**config.mk**
```make
export PLATFORM = sky130hd
export DESIGN_NAME = swwe_engine
export DESIGN_NICKNAME = d
export VERILOG_FILES = /design/src/core/unused_placeholder_none.sv /design/src/core/swwe_pkg.sv /design/src/core/swwe_engine.sv
export SDC_FILE = /design/constraint.sdc
export NUM_CORES = 1
export LEC_CHECK = 0
export ABC_AREA = 1
export BUFFER_PORTS_ARGS = -buffer_cell sky130_fd_sc_hd__buf_2
export CAP_MARGIN = 20
export CORE_ASPECT_RATIO = 0.9
export CORE_MARGIN = 2
export CORE_UTILIZATION = 60
export CTS_CLUSTER_DIAMETER = 80
export DETAILED_ROUTE_END_ITERATION = 16
export HOLD_SLACK_MARGIN = 0.12
export PLACE_DENSITY = 0.82
export SLEW_MARGIN = 20
export SYNTH_ARGS = -nofsm -noshare
export SYNTH_HDL_FRONTEND = slang
export SYNTH_SLANG_ARGS = --single-unit
export TNS_END_PERCENT = 100
```
**constraint.sdc**
```tcl
create_clock -name pclk -period 4.1 [get_ports pclk]
set_input_delay 0.205 -clock pclk [delete_from_list [all_inputs] [get_ports pclk]]
set_output_delay 0.205 -clock pclk [all_outputs]
set_load 0.005 [all_outputs]
```
**src/core/unused_placeholder_none.sv**
```systemverilog
// Intentionally empty design unit holder.
`timescale 1ns/1ps

```
**src/core/swwe_pkg.sv**
```systemverilog
// Constants, types and register map of the single-wire waveform engine.
// Behaviour
// - Reset: hold bus low 512/64 us
// - Release, wait 8/2 us, sample for low
// - High sample: wait 64/8 us, sample presence
// - Then wait fill 512/64 us, respond
// - Low sample: wait 4096 us; still low, short
// - Recovered: fill, alarm code, no presence test
// - Same short test at overdrive speed
// - Reset high phase: weak pullup only
// - Write-1 slot: low, offset, sample, high
// - Write-0 slot: low 57/7 us, recover 3
// - Slots of one command run back to back
// - Response as soon as last slot ends
// - Codes below limit give predefined pulse length
// - Code 111 holds pulse until terminated
// - Pulse behaviour applies only when disarmed
// - Pullup and programming pulse sequence identically
// - Pulse starts at once, then response
// - Termination ends pulse, pulse response only; code ends only an endless pulse, refuses others
// - Termination works only in command mode
package swwe_pkg;

  // ----------------------------------------------------------------------
  // Time base
  // ----------------------------------------------------------------------
  localparam int CLK_PERIOD_PS  = 25000;
  localparam int US_PS          = 1000000;
  localparam int US_CYCLES_DFLT = US_PS / CLK_PERIOD_PS;
  localparam int US_W           = 24;
  localparam int CYC_W          = 16;

  // ----------------------------------------------------------------------
  // Segment times in microseconds
  // ----------------------------------------------------------------------
  localparam logic [US_W-1:0] RST_LOW_STD_US  = 24'h200;
  localparam logic [US_W-1:0] RST_LOW_OD_US   = 24'h40;
  localparam logic [US_W-1:0] SI_STD_US       = 24'h8;
  localparam logic [US_W-1:0] SI_OD_US        = 24'h2;
  localparam logic [US_W-1:0] PRES_OFS_STD_US = 24'h40;
  localparam logic [US_W-1:0] PRES_OFS_OD_US  = 24'h8;
  localparam logic [US_W-1:0] FILL_STD_US     = 24'h200;
  localparam logic [US_W-1:0] FILL_OD_US      = 24'h40;
  localparam logic [US_W-1:0] SHORT_WAIT_US   = 24'h1000;
  localparam logic [US_W-1:0] W1_LOW_STD_US   = 24'h8;
  localparam logic [US_W-1:0] W1_LOW_OD_US    = 24'h1;
  localparam logic [US_W-1:0] SMP_OFS_STD_US  = 24'h3;
  localparam logic [US_W-1:0] SMP_OFS_OD_US   = 24'h1;
  localparam logic [US_W-1:0] W1_HIGH_STD_US  = 24'h31;
  localparam logic [US_W-1:0] W1_HIGH_OD_US   = 24'h8;
  localparam logic [US_W-1:0] W0_LOW_STD_US   = 24'h39;
  localparam logic [US_W-1:0] W0_LOW_OD_US    = 24'h7;
  localparam logic [US_W-1:0] W0_REC_US       = 24'h3;
  localparam logic [US_W-1:0] PPD_BASE_US     = 24'h20;
  localparam logic [2:0]      DUR_INF        = 3'h7;
  localparam logic [2:0]      SPUD_LAST_FIX  = 3'h5;

  // ----------------------------------------------------------------------
  // Register map and fields
  // ----------------------------------------------------------------------
  localparam logic [7:0]  OFS_CTRL    = 8'h00;
  localparam logic [7:0]  OFS_CMD     = 8'h04;
  localparam logic [7:0]  OFS_STATUS  = 8'h08;
  localparam logic [7:0]  OFS_RESULT  = 8'h0C;
  localparam int          CFG_W       = 15;
  localparam int          CMD_W       = 16;
  localparam int          ST_BUSY     = 0;
  localparam int          ST_DONE     = 1;
  localparam int          ST_REFUSED  = 2;
  localparam logic [14:0] CTRL_RESET  = 15'h0004;

  localparam logic [1:0] SPD_STD  = 2'h0;
  localparam logic [1:0] SPD_FLEX = 2'h1;
  localparam logic [1:0] SPD_OD   = 2'h2;

  localparam logic [2:0] OP_RESET = 3'h1;
  localparam logic [2:0] OP_BITS  = 3'h2;
  localparam logic [2:0] OP_PULSE = 3'h3;
  localparam logic [2:0] OP_TERM  = 3'h4;

  localparam logic [7:0] RESP_SHORT  = 8'hCC;
  localparam logic [7:0] RESP_PRES   = 8'hCD;
  localparam logic [7:0] RESP_ALARM  = 8'hCE;
  localparam logic [7:0] RESP_NOPRES = 8'hCF;
  localparam logic [7:0] RESP_PULSE  = 8'hEC;

  typedef struct packed {
    logic [2:0] spud;      // pullup duration code
    logic [2:0] ppd;       // programming duration code
    logic [2:0] smp_ofs;   // sample offset / recovery code
    logic [2:0] w1lt;      // write-1 low time code
    logic       cmd_mode;  // 1 = command mode
    logic [1:0] speed;
  } swwe_cfg_t;

  typedef struct packed {
    logic [7:0] data;
    logic [2:0] nbits;     // 0 means eight
    logic       arm;
    logic       prog;      // 1 = programming pulse
    logic [2:0] op;
  } swwe_cmd_t;

  typedef enum logic [3:0] {
    S_IDLE      = 4'b0000,
    S_RST_LOW   = 4'b0001,
    S_RST_SI    = 4'b0011,
    S_RST_PRES  = 4'b0010,
    S_RST_FILL  = 4'b0110,
    S_RST_SHORT = 4'b0111,
    S_SLOT_LOW  = 4'b0101,
    S_SLOT_SMP  = 4'b0100,
    S_SLOT_HIGH = 4'b1100,
    S_PULSE     = 4'b1101
  } swwe_state_t;

  function automatic logic [US_W-1:0] swwe_spud_us(input logic [2:0] code);
    case (code)
      3'h0:    swwe_spud_us = 24'h4010;
      3'h1:    swwe_spud_us = 24'hFFDC;
      3'h2:    swwe_spud_us = 24'h1FFB8;
      3'h3:    swwe_spud_us = 24'h3FF70;
      3'h4:    swwe_spud_us = 24'h7FEE0;
      default: swwe_spud_us = 24'hFFDC0;
    endcase
  endfunction

endpackage

```
**src/core/swwe_engine.sv**
```systemverilog
// APB-controlled waveform engine for a single-wire open-drain bus.
`timescale 1ns/1ps
module swwe_engine #(
  parameter int US_CYCLES = swwe_pkg::US_CYCLES_DFLT        // clocks per microsecond
) (
  input  wire logic        pclk,       // APB clock, 40 MHz
  input  wire logic        presetn,    // async reset, active low
  input  wire logic        psel,       // APB select
  input  wire logic        penable,    // APB access phase
  input  wire logic        pwrite,     // APB direction
  input  wire logic [7:0]  paddr,      // APB byte address
  input  wire logic [31:0] pwdata,     // APB write data
  output logic      [31:0] prdata,     // APB read data
  output logic             pready,     // APB ready
  output logic             pslverr,    // APB error, unmapped address
  input  wire logic        bus_i,      // bus level
  output logic             bus_o,      // bus drive value, always low
  output logic             bus_oe,     // pull bus low
  output logic             spu_en,     // strong pullup on
  output logic             prog_en     // programming supply onto bus
);
  import swwe_pkg::*;

  // ----------------------------------------------------------------------
  // Declarations
  // ----------------------------------------------------------------------
  swwe_cfg_t        cfg_reg;
  swwe_cfg_t        act_reg;
  swwe_cmd_t        cmd_reg;
  swwe_cmd_t        wcmd;
  swwe_state_t      st_reg;
  swwe_state_t      st_next;
  logic [CYC_W-1:0] cyc_reg;
  logic [US_W-1:0]  us_reg;
  logic [US_W-1:0]  seg_len;
  logic [2:0]       bit_reg;
  logic [7:0]       rx_reg;
  logic [7:0]       result_reg;
  logic             pres_reg;
  logic             done_reg;
  logic             refused_reg;
  logic             cur_bit;
  logic             last_bit;
  logic             pulse_inf;
  logic             seg_end;
  logic             acc_en;
  logic             wr_en;
  logic             cmd_wr;
  logic             cmd_go;
  logic             term_go;
  logic             armed_go;
  logic             resp_ev;
  logic [7:0]       resp_val;

  function automatic logic addr_mapped(input logic [7:0] a);
    addr_mapped = (a == OFS_CTRL) || (a == OFS_CMD) || (a == OFS_STATUS) || (a == OFS_RESULT);
  endfunction

  // Segment length for a state; speed and codes come from the latched config
  function automatic logic [US_W-1:0] seg_us(input swwe_state_t s, input swwe_cfg_t c,
                                             input logic b, input logic prog);
    logic od;
    logic fl;
    od = (c.speed == SPD_OD);
    fl = (c.speed == SPD_FLEX);
    case (s)
      S_RST_LOW:   seg_us = od ? RST_LOW_OD_US : RST_LOW_STD_US;
      S_RST_SI:    seg_us = od ? SI_OD_US : SI_STD_US;
      S_RST_PRES:  seg_us = od ? PRES_OFS_OD_US : PRES_OFS_STD_US;
      S_RST_FILL:  seg_us = od ? FILL_OD_US : FILL_STD_US;
      S_RST_SHORT: seg_us = SHORT_WAIT_US;
      S_SLOT_LOW: begin
        if (b)
          seg_us = od ? W1_LOW_OD_US : (fl ? W1_LOW_STD_US + {21'h0, c.w1lt} : W1_LOW_STD_US);
        else
          seg_us = od ? W0_LOW_OD_US : W0_LOW_STD_US;
      end
      S_SLOT_SMP:
        seg_us = od ? SMP_OFS_OD_US : (fl ? SMP_OFS_STD_US + {21'h0, c.smp_ofs} : SMP_OFS_STD_US);
      S_SLOT_HIGH: begin
        if (b)
          seg_us = od ? W1_HIGH_OD_US : W1_HIGH_STD_US;
        else
          seg_us = fl ? W0_REC_US + {21'h0, c.smp_ofs} : W0_REC_US;
      end
      S_PULSE:     seg_us = prog ? (PPD_BASE_US << c.ppd) : swwe_spud_us(c.spud);
      default:     seg_us = 24'h1;
    endcase
  endfunction

  // ----------------------------------------------------------------------
  // APB slave
  // ----------------------------------------------------------------------
  assign acc_en = psel && penable && pready;
  assign wr_en  = acc_en && pwrite;
  assign cmd_wr = wr_en && (paddr == OFS_CMD);
  assign wcmd   = swwe_cmd_t'(pwdata[CMD_W-1:0]);

  assign cmd_go   = cmd_wr && (st_reg == S_IDLE) && !wcmd.arm &&
                    ((wcmd.op == OP_RESET) || (wcmd.op == OP_BITS) || (wcmd.op == OP_PULSE));
  // Armed pulses are outside this engine: acknowledged without a pulse
  assign armed_go = cmd_wr && (st_reg == S_IDLE) && wcmd.arm && (wcmd.op == OP_PULSE);
  assign term_go  = cmd_wr && (wcmd.op == OP_TERM) && (st_reg == S_PULSE) && pulse_inf
                    && cfg_reg.cmd_mode;

  // One access cycle: ready rises the cycle after setup
  always_ff @(posedge pclk or negedge presetn) begin
    if (!presetn) begin
      pready  <= 1'b0;
      pslverr <= 1'b0;
      prdata  <= 32'h0;
    end else begin
      pready  <= psel && !penable && !pready;
      pslverr <= psel && !penable && !pready && !addr_mapped(paddr);
      prdata  <= 32'h0;
      if (psel && !penable && !pwrite) begin
        case (paddr)
          OFS_CTRL:   prdata <= {17'h0, cfg_reg};
          OFS_CMD:    prdata <= {16'h0, cmd_reg};
          OFS_STATUS: prdata <= {29'h0, refused_reg, done_reg, st_reg != S_IDLE};
          OFS_RESULT: prdata <= {24'h0, result_reg};
          default:    prdata <= 32'h0;
        endcase
      end
    end
  end

  always_ff @(posedge pclk or negedge presetn) begin
    if (!presetn)
      cfg_reg <= swwe_cfg_t'(CTRL_RESET);
    else if (wr_en && paddr == OFS_CTRL)
      cfg_reg <= swwe_cfg_t'(pwdata[CFG_W-1:0]);
  end

  // Config is frozen per command so a mid-sequence write cannot skew a slot
  always_ff @(posedge pclk or negedge presetn) begin
    if (!presetn) begin
      act_reg <= swwe_cfg_t'(CTRL_RESET);
      cmd_reg <= '0;
    end else if (cmd_go || armed_go) begin
      act_reg <= cfg_reg;
      cmd_reg <= wcmd;
    end
  end

  // ----------------------------------------------------------------------
  // Microsecond time base and segment timer
  // ----------------------------------------------------------------------
  assign cur_bit   = cmd_reg.data[bit_reg];
  assign last_bit  = (bit_reg == cmd_reg.nbits - 3'h1);
  assign pulse_inf = cmd_reg.prog ? (act_reg.ppd == DUR_INF)
                                  : (act_reg.spud > SPUD_LAST_FIX);
  assign seg_len   = seg_us(st_reg, act_reg, cur_bit, cmd_reg.prog);
  assign seg_end   = (cyc_reg == CYC_W'(US_CYCLES - 1)) && (us_reg == seg_len - 24'h1)
                     && !(st_reg == S_PULSE && pulse_inf);

  always_ff @(posedge pclk or negedge presetn) begin
    if (!presetn) begin
      cyc_reg <= '0;
      us_reg  <= '0;
    end else if (st_next != st_reg) begin
      cyc_reg <= '0;
      us_reg  <= '0;
    end else if (cyc_reg == CYC_W'(US_CYCLES - 1)) begin
      cyc_reg <= '0;
      us_reg  <= us_reg + 24'h1;
    end else begin
      cyc_reg <= cyc_reg + 16'h1;
    end
  end

  // ----------------------------------------------------------------------
  // Sequencer
  // ----------------------------------------------------------------------
  always_comb begin
    st_next = st_reg;
    case (st_reg)
      S_IDLE: begin
        if (cmd_go) begin
          case (wcmd.op)
            OP_RESET: st_next = S_RST_LOW;
            OP_BITS:  st_next = S_SLOT_LOW;
            default:  st_next = S_PULSE;
          endcase
        end
      end
      S_RST_LOW:   if (seg_end) st_next = S_RST_SI;
      S_RST_SI:    if (seg_end) st_next = bus_i ? S_RST_PRES : S_RST_SHORT;
      S_RST_PRES:  if (seg_end) st_next = S_RST_FILL;
      S_RST_SHORT: if (seg_end) st_next = bus_i ? S_RST_FILL : S_IDLE;
      S_RST_FILL:  if (seg_end) st_next = S_IDLE;
      S_SLOT_LOW:  if (seg_end) st_next = cur_bit ? S_SLOT_SMP : S_SLOT_HIGH;
      S_SLOT_SMP:  if (seg_end) st_next = S_SLOT_HIGH;
      S_SLOT_HIGH: if (seg_end) st_next = last_bit ? S_IDLE : S_SLOT_LOW;
      S_PULSE:     if (seg_end || term_go) st_next = S_IDLE;
      default:     st_next = S_IDLE;
    endcase
  end

  always_ff @(posedge pclk or negedge presetn) begin
    if (!presetn)
      st_reg <= S_IDLE;
    else
      st_reg <= st_next;
  end

  // Bit index and sampled data
  always_ff @(posedge pclk or negedge presetn) begin
    if (!presetn) begin
      bit_reg <= '0;
      rx_reg  <= '0;
    end else if (cmd_go) begin
      bit_reg <= '0;
      rx_reg  <= wcmd.data;
    end else if (seg_end && st_reg == S_SLOT_SMP) begin
      rx_reg[bit_reg] <= bus_i;
    end else if (seg_end && st_reg == S_SLOT_HIGH) begin
      bit_reg <= bit_reg + 3'h1;
    end
  end

  // Presence sample; a low first sample means alarm or short
  always_ff @(posedge pclk or negedge presetn) begin
    if (!presetn)
      pres_reg <= 1'b0;
    else if (cmd_go)
      pres_reg <= 1'b0;
    else if (seg_end && st_reg == S_RST_PRES)
      pres_reg <= !bus_i;
  end

  // ----------------------------------------------------------------------
  // Responses
  // ----------------------------------------------------------------------
  always_comb begin
    resp_ev  = 1'b0;
    resp_val = result_reg;
    if (armed_go) begin
      resp_ev  = 1'b1;
      resp_val = RESP_PULSE;
    end else if (st_reg != S_IDLE && st_next == S_IDLE) begin
      resp_ev = 1'b1;
      case (st_reg)
        S_RST_SHORT: resp_val = RESP_SHORT;
        S_RST_FILL:  resp_val = pres_reg ? RESP_PRES : RESP_NOPRES;
        S_SLOT_HIGH: resp_val = rx_reg;
        default:     resp_val = RESP_PULSE;
      endcase
    end
  end

  // Alarm flag rides on the fill after a recovered short test
  logic alarm_reg;
  always_ff @(posedge pclk or negedge presetn) begin
    if (!presetn)
      alarm_reg <= 1'b0;
    else if (cmd_go)
      alarm_reg <= 1'b0;
    else if (seg_end && st_reg == S_RST_SHORT && bus_i)
      alarm_reg <= 1'b1;
  end

  always_ff @(posedge pclk or negedge presetn) begin
    if (!presetn)
      result_reg <= '0;
    else if (resp_ev)
      result_reg <= (st_reg == S_RST_FILL && alarm_reg) ? RESP_ALARM : resp_val;
  end

  // Sticky flags, write one to clear; a new event wins over the clear
  always_ff @(posedge pclk or negedge presetn) begin
    if (!presetn) begin
      done_reg    <= 1'b0;
      refused_reg <= 1'b0;
    end else begin
      if (resp_ev)
        done_reg <= 1'b1;
      else if (wr_en && paddr == OFS_STATUS && pwdata[ST_DONE])
        done_reg <= 1'b0;
      if (cmd_wr && !cmd_go && !armed_go && !term_go)
        refused_reg <= 1'b1;
      else if (wr_en && paddr == OFS_STATUS && pwdata[ST_REFUSED])
        refused_reg <= 1'b0;
    end
  end

  // ----------------------------------------------------------------------
  // Bus drivers, registered from the next state
  // ----------------------------------------------------------------------
  always_ff @(posedge pclk or negedge presetn) begin
    if (!presetn) begin
      bus_o   <= 1'b0;
      bus_oe  <= 1'b0;
      spu_en  <= 1'b0;
      prog_en <= 1'b0;
    end else begin
      bus_o   <= 1'b0;
      bus_oe  <= (st_next == S_RST_LOW) || (st_next == S_SLOT_LOW);
      spu_en  <= (st_next == S_PULSE) && !(cmd_go ? wcmd.prog : cmd_reg.prog);
      prog_en <= (st_next == S_PULSE) && (cmd_go ? wcmd.prog : cmd_reg.prog);
    end
  end

  // ----------------------------------------------------------------------
  // Checks
  // ----------------------------------------------------------------------
  logic [31:0] hold_cyc;
  logic        od_act;
  assign od_act = (act_reg.speed == SPD_OD);
  always_ff @(posedge pclk or negedge presetn) begin
    if (!presetn)
      hold_cyc <= '0;
    else if (st_next != st_reg)
      hold_cyc <= '0;
    else
      hold_cyc <= hold_cyc + 32'h1;
  end

  chk_rst_low_len: assert property (@(posedge pclk) disable iff (!presetn)
    (st_reg == S_RST_LOW && st_next != S_RST_LOW) |->
      hold_cyc == (od_act ? 64 : 512) * US_CYCLES - 1 && bus_oe)
    else $error("reset low time wrong");

  chk_si_offset: assert property (@(posedge pclk) disable iff (!presetn)
    (st_reg == S_RST_SI && st_next != S_RST_SI) |->
      hold_cyc == (od_act ? 2 : 8) * US_CYCLES - 1)
    else $error("short sample offset wrong");

  chk_pres_offset: assert property (@(posedge pclk) disable iff (!presetn)
    (st_reg == S_RST_PRES && st_next != S_RST_PRES) |->
      hold_cyc == (od_act ? 8 : 64) * US_CYCLES - 1 ##1 st_reg == S_RST_FILL)
    else $error("presence offset wrong");

  chk_fill_resp: assert property (@(posedge pclk) disable iff (!presetn)
    (st_reg == S_RST_FILL && st_next == S_IDLE) |->
      hold_cyc == (od_act ? 64 : 512) * US_CYCLES - 1 ##1 done_reg)
    else $error("fill delay or response wrong");

  chk_short_code: assert property (@(posedge pclk) disable iff (!presetn)
    (st_reg == S_RST_SHORT && seg_end && !bus_i) |=>
      result_reg == RESP_SHORT && done_reg && st_reg == S_IDLE)
    else $error("short response missing");

  chk_alarm_skip: assert property (@(posedge pclk) disable iff (!presetn)
    (st_reg == S_RST_SHORT && seg_end && bus_i) |=>
      st_reg == S_RST_FILL && alarm_reg)
    else $error("alarm path wrong");

  chk_weak_only: assert property (@(posedge pclk) disable iff (!presetn)
    (st_reg inside {S_RST_SI, S_RST_PRES, S_RST_FILL, S_RST_SHORT}) |->
      !bus_oe && !spu_en && !prog_en)
    else $error("bus driven in reset high phase");

  chk_back_to_back: assert property (@(posedge pclk) disable iff (!presetn)
    (st_reg == S_SLOT_HIGH && seg_end && !last_bit) |=> st_reg == S_SLOT_LOW ##0 bus_oe)
    else $error("gap between slots");

  chk_term_end: assert property (@(posedge pclk) disable iff (!presetn)
    term_go |=> !spu_en && !prog_en && done_reg && result_reg == RESP_PULSE)
    else $error("termination did not end pulse");

  chk_term_data: assert property (@(posedge pclk) disable iff (!presetn)
    (cmd_wr && wcmd.op == OP_TERM && st_reg == S_PULSE && !cfg_reg.cmd_mode && !seg_end) |=>
      st_reg == S_PULSE)
    else $error("termination acted in data mode");

  chk_w0_low_len: assert property (@(posedge pclk) disable iff (!presetn)
    (st_reg == S_SLOT_LOW && st_next != S_SLOT_LOW && !cur_bit) |->
      hold_cyc == (od_act ? 7 : 57) * US_CYCLES - 1 && bus_oe)
    else $error("write-0 low time wrong");

  chk_resp_prompt: assert property (@(posedge pclk) disable iff (!presetn)
    (st_reg == S_SLOT_HIGH && st_next == S_IDLE) |=> done_reg && result_reg == rx_reg)
    else $error("byte response not prompt");

  chk_pulse_start: assert property (@(posedge pclk) disable iff (!presetn)
    (cmd_go && wcmd.op == OP_PULSE) |=> st_reg == S_PULSE && (spu_en || prog_en))
    else $error("pulse did not start at once");

endmodule // swwe_engine

```
Word-level counts from Yosys, hierarchy flattened
Cells that the tools add are included.

Register bits: 149. Input port bits: 46. Output and inout port bits: 38. Word-level logic and storage cells: 209.

Add/subtract/negate cells: 7. $lt $le $gt $ge: 3. Eq/ne operators: 31. Shift operators: 1. Mux-type cells: 63. Reductions and logical operators: 72.

Operators with widths (count): 24-bit case mux with 8 select lines (1); 20-bit case mux with 5 select lines (1); 24-bit two-way mux (4); 16-bit case mux with 4 select lines (1); 4-bit two-way mux (13); 8-bit two-way mux (5); 4-bit case mux with 10 select lines (1); 1-bit logical AND (37); 16-bit two-way mux (2); 32-bit two-way mux (1); 24-bit by 1-bit adder with 24-bit output (second input constant) (1); 24-bit equality test (1); 6-bit two-way mux (4); 8-bit case mux with 3 select lines (1); 6-bit by 3-bit left shift with 24-bit output (first input constant) (1); 24-bit by 1-bit subtractor with 24-bit output (second input constant) (1); 4-bit by 3-bit equality test with 1-bit output (second input constant) (5); 3-bit two-way mux (6); 16-bit by 1-bit adder with 16-bit output (second input constant) (1); 16-bit by 6-bit equality test with 1-bit output (second input constant) (1); 8-bit by 4-bit equality test with 1-bit output (second input constant) (2); 1-bit two-way mux (14); 2-bit nonzero test (7); 3-bit by 2-bit equality test with 1-bit output (second input constant) (4); 35 further kinds (62).

Logic depth before layout (Yosys ltp)
Depth in word-level cells: 17. Mapped depth: 33.

Worst setup path before layout
OpenSTA, ideal clock, no wires.

Path kind: register to register. Start point: register bit_reg[0]. End point: register us_reg[23]. Library setup time: 0.069 ns. Arrival time: 3.657 ns. Path slack: 0.374 ns. Cell stages (with the launch flop): 34. Clock period less this slack: 3.726 ns. Cell sequence: dfrtp_1 buf_4 inv_2 buf_6 nand3_2 nand2_1 nor2_1 nand2_2 nand3_2 nand2_1 inv_2 nand3_2 inv_2 ha_1 buf_1 inv_1 nor2_4 nand2_1 nand2_1 nand2_1 nor2_1 nand3b_1 nor2_2 nand2_2 nand2_1 nand2_1 nor2_2 nand2_2 nand2_1 nand2_1 nor2_2 nand3_2 buf_6 nor2_2.

Cells in the longest elaborated chain, start to end: 13.

RTL lines: start, declared (RTL line swwe_engine.sv:36) `logic [2:0] bit_reg;`; start signal, assigned (RTL line swwe_engine.sv:218) `bit_reg <= bit_reg + 3'h1;`; 1-bit binary-select mux with 3-bit select (*) (RTL line swwe_engine.sv:149) `assign cur_bit = cmd_reg.data[bit_reg];`; 1-bit two-way mux (implied by the code) (*) (RTL line swwe_engine.sv:149); 6-bit two-way mux, on equally long branches (RTL line swwe_engine.sv:81, swwe_engine.sv:73); 24-bit case mux with 8 select lines (RTL line swwe_engine.sv:66) `case (s)`; 24-bit by 1-bit subtractor with 24-bit output (RTL line swwe_engine.sv:154) `assign seg_end = (cyc_reg == CYC_W'(US_CYCLES - 1)) && (us_reg == seg_len - 24'h1)`; 24-bit equality test (RTL line swwe_engine.sv:154); 1-bit logical AND (RTL line swwe_engine.sv:154); 1-bit logical AND (RTL line swwe_engine.sv:155) `&& !(st_reg == S_PULSE && pulse_inf);`; 1-bit logical OR (RTL line swwe_engine.sv:195) `S_PULSE: if (seg_end || term_go) st_next = S_IDLE;`; 4-bit two-way mux (RTL line swwe_engine.sv:195); 4-bit case mux with 10 select lines (*) (RTL line swwe_engine.sv:177) `case (st_reg)`; named net st_next[3] (RTL line swwe_engine.sv:32) `swwe_state_t st_next;`; 4-bit != test (*); 24-bit two-way mux or 2-bit nonzero test (tied branches); end signal, assigned (RTL line swwe_engine.sv:166) `us_reg <= us_reg + 24'h1;`; end, declared (RTL line swwe_engine.sv:34) `logic [US_W-1:0] us_reg;`.

The timed path passes the listed nets; every way through them passes the cells marked *. The select of a mux whose other input is x is not followed. A chain may end at the register's enable or synchronous reset.

Worst setup path after layout
Start point: register bit_reg[2]. End point: register us_reg[0].

Cells in the longest elaborated chain, start to end: 13.

RTL lines (RTL line): 1-bit binary-select mux with 3-bit select (*) (swwe_engine.sv:149); 1-bit two-way mux (implied by the code) (*) (swwe_engine.sv:149); 6-bit two-way mux, on equally long branches (swwe_engine.sv:81, swwe_engine.sv:73); 24-bit case mux with 8 select lines (*) (swwe_engine.sv:66); 24-bit by 1-bit subtractor with 24-bit output (*) (swwe_engine.sv:154); 24-bit equality test (*) (swwe_engine.sv:154); 1-bit logical AND (*) (swwe_engine.sv:154); 1-bit logical AND (*) (swwe_engine.sv:155); 1-bit logical OR (swwe_engine.sv:195); 4-bit two-way mux (swwe_engine.sv:195); 4-bit case mux with 10 select lines (*) (swwe_engine.sv:177); named net st_next[1] (swwe_engine.sv:32); 4-bit != test (*); 24-bit two-way mux or 2-bit nonzero test (tied branches).

Marks and branches as above.

==> summary.md <==
| Metric | Value |
|---|---|
| Run status | `finished with violations` |
| Failing checks | `negative setup slack` |
| Clock latency reported for the late side of the worst-skew pair | `0.43 ns` |
| Vias in the first global route | `7728` |
| Post-layout min period | `4.15 ns` |
| Sequential-to-total area share from yosys stat | `0.388` |
| Clock skew after layout | `0.0108 ns` |
| Final worst setup slack | `-0.0481 ns` |
| Slew HR | `0.431` |
| Count of state elements after synthesis | `133` |
| Post-Place Cells | `1439` |
| Areal power density over the cells | `314 nW/um^2` |
| Hold Path Class | `in2reg` |
| Async set-reset flop share out of synthesis | `1.00` |
| Startpoint of the tightest hold check path | `pwdata[13]` |
| Starting Density | `0.612` |
| IO Pins | `84` |
| Path type of the worst setup path | `reg2reg` |
| Share of cell area taken by muxes after synthesis | `0.00117` |
| Drt via density | `5.68` |
| Number of antenna violations at the first check in global routing | `0` |
| Setup-failing EPs final | `10` |
| Dominant synthesized flop cell | `dfrtp_1` |
| Detailed-router iteration count before antenna repair | `8` |
| CP max FO | `7` |
| Pre-CTS setup slack | `0.00713 ns` |
| Area share of and/or/nand/nor cells after synthesis | `0.373` |
| Worst ir drop on vdd | `0.000274 V` |
| Unrepaired setup endpoints after global routing | `yes` |
| Total die area | `15300 sq um` |
| Clock slew at the register clock pins of the worst setup and hold paths | `0.06 ns` |
| Routed length per instance | `16.1 um` |
| Placement row count | `41` |
| Cell occurring most often along the worst timing path | `nand2_2` |
| Post-synthesis area per instance | `7.20 sq um` |
| Detailed-route DRC error count | `0` |
| Antenna diode count | `0` |
| Residual overflow from global routing | `0` |
| Origin of the worst setup path | `bit_reg[2]$_DFFE_PN0P_` |
| Cts bufs inserted | `17` |
| Number of buffers and inverters on the critical path | `5` |
| Maximum clock insertion buffer count | `2` |
| Final worst-path cycle share | `1.01` |
| Combinational family with the most area after synthesis | `simple AND/OR/NAND/NOR gates` |
| Number of hold-slack violations in the final timing report | `0` |
| Nature of the critical path startpoint | `register` |
| Nets@finish | `1360` |
| Max Cap Violations | `0` |
| Gr usage total | `0.312` |
| I/O Buffers | `50` |
| Detailed placer's ending HPWL | `16.7 mm` |
| Static power due to leakage | `5.23 nW` |
| Routed WL | `24.4 mm` |
| Routed vias | `8597` |
| Fin cells | `1514` |
| Yosys Warn Count | `0` |
| H-tree Lvls | `4` |
| Die width | `130 um` |
| First-pass GRT wire length | `37.6 mm` |
| Routability congestion estimate | `0.959` |
| Highest-delay cell along the critical path | `dfrtp_2` |
| Count of flip-flops with a built-in enable after synthesis | `0` |
| Antenna viol nets, final | `0` |
| Vertical die dimension | `117 um` |
| Placeable core area | `14000 sq um` |
| Initial drt markers | `1080` |
| Number of distinct library cell variants in the gate-level netlist after synthesis | `51` |
| Number of flip-flops under the largest register name | `24` |
| Measured slew at the worst slew-check pin | `0.852 ns` |
| Pin count of the biggest net entering global routing | `96` |
| Worst setup EP type | `register` |
| Max-slew violations | `0` |
| Synth-to-Final Area Change | `22.8%` |
| Final setup TNS | `-0.140 ns` |
| Startpoint of the lowest-slack register-to-register path | `bit_reg[2]$_DFFE_PN0P_` |
| Area share of fa/ha/maj cells after synthesis | `0.00875` |
| Kind of cell adding the most delay to the critical path | `simple AND/OR/NAND/NOR gates` |
| Buffer type at the clock tree root | `clkbuf_16` |
| CTS tree | `done` |
| Largest stage delay on the critical path | `0.46 ns` |
| Synthesized-area fraction occupied by ao, oa, aoi and oai cells | `0.0780` |
| Max Freq | `241 MHz` |
| Layout cells sized above 1 | `0.213` |
| TritonCTS Sinks | `133` |
| XOR/XNOR share of the synthesized area | `0.0419` |
| Arrival @ worst endpoint | `4.51 ns` |
| Synth Instances | `1192` |
| Fill cell total of the finished layout | `1014` |
| Total standard cell area after synthesis | `8580 sq um` |
| Data required, critical path | `4.46 ns` |
-- routing by layer --
layer / track usage / vias up / share of wire
li1: - / 4038 / -
met1: 0.458 / 4071 / 0.43
met2: 0.458 / 424 / 0.45
met3: 0.0762 / 64 / 0.094
met4: 0.0927 / 0 / 0.025
met5: 0 / - / 0
-- synthesized netlist by cell type, types with 14 or more instances --
library cell / n / area [sq um]
nand2_1: 305 / 1140
inv_1: 162 / 608
dfrtp_1: 132 / 3300
nor2_1: 100 / 375
nand3_1: 94 / 470
o21ai_0: 67 / 335
nor2_2: 51 / 319
nand4_1: 35 / 219
xor2_1: 35 / 307
nor3_1: 31 / 155
buf_4: 19 / 143
a21oi_1: 17 / 85.1
clkbuf_1: 14 / 52.6
-- placed cells by master, fill, tap and decap left out, types with 11 or more instances in the layout --
cell type	count
nand3_1	86
o21ai_0	67
clkbuf_16	20
nor2_4	35
dlygate4sd3_1	18
nand2_1	283
buf_4	44
conb_1	17
buf_2	49
xor2_1	34
a21oi_1	17
inv_1	162
nor3_1	29
nand3_2	18
nand2_2	30
nand4_1	35
nor2_2	30
dfrtp_1	128
nor4_1	11
nor2_1	93
-- report_power, final --
group | total [mW] | leakage [nW] | internal (mW) | switching [mW]
Clock | 1.66 | 0.303 | 1.03 | 0.631
Combinational | 0.259 | 3.24 | 0.0982 | 0.161
Sequential | 1.39 | 1.69 | 1.36 | 0.0344
-- tightest hold or removal path, cell delays in order --
cell	delay (ns)
buf_2	0.15
nand3_1	0.10
nand2_1	0.05
-- layout make-up --
cell class                 instances  area, sq um  area share
multi-input combinational        859         4730       0.449
clock inverter                    14          200      0.0190
sequential                       133         3330       0.317
tap                              193          241      0.0229
clock buffer                      18          429      0.0407
inverter                         175          662      0.0628
timing repair buffer             122          938      0.0891
-- final timing paths --
kind	to	slack (ns)	cells past startpoint
max	us_reg[0]$_DFFE_PN0P_	-0.05	31
min in group asynchronous	cmd_reg[12]$_DFFE_PN0P_	0.45	2
min	cfg_reg[13]$_DFFE_PN0P_	0.13	3
max reg2reg	us_reg[0]$_DFFE_PN0P_	-0.05	31
max in group asynchronous	cyc_reg[7]$_DFF_PN0_	2.62	3
min reg2reg	cfg_reg[3]$_DFFE_PN0P_	0.49	2
-- cell families after synthesis --
| group | Yosys count |
|---|---|
| compound gates | 117 |
| xor+xnor | 41 |
| buf+inv | 217 |
| mux | 1 |
| flops | 133 |
| other cells | 1 |
| simple gates | 676 |
| fa+ha+maj | 6 |
-- through the flow --
step	util	hold WS (ns)	area (sq um)	power, mW
finish	0.752	0.135	10500	3.31
global route	0.752	0.132	10500	3.41
CTS	0.709	0.122	9920	3.29
detailed placement	0.650	0.346	9100	1.63
global placement	0.650	0.345	9100	1.62
floorplan	-	-0.0906	8640	1.56
-- what timing repair did --
action / CTS / global route
pin swaps: 0 / 34
hold endpoints to repair: 118 / 0
gates resized for setup: 2 / 88
cloned: 0 / 5
setup buffers: 0 / 20
setup endpoints to repair: 7 / 50
hold buffers: 18 / 0
Power figures use the tool's default switching activity.
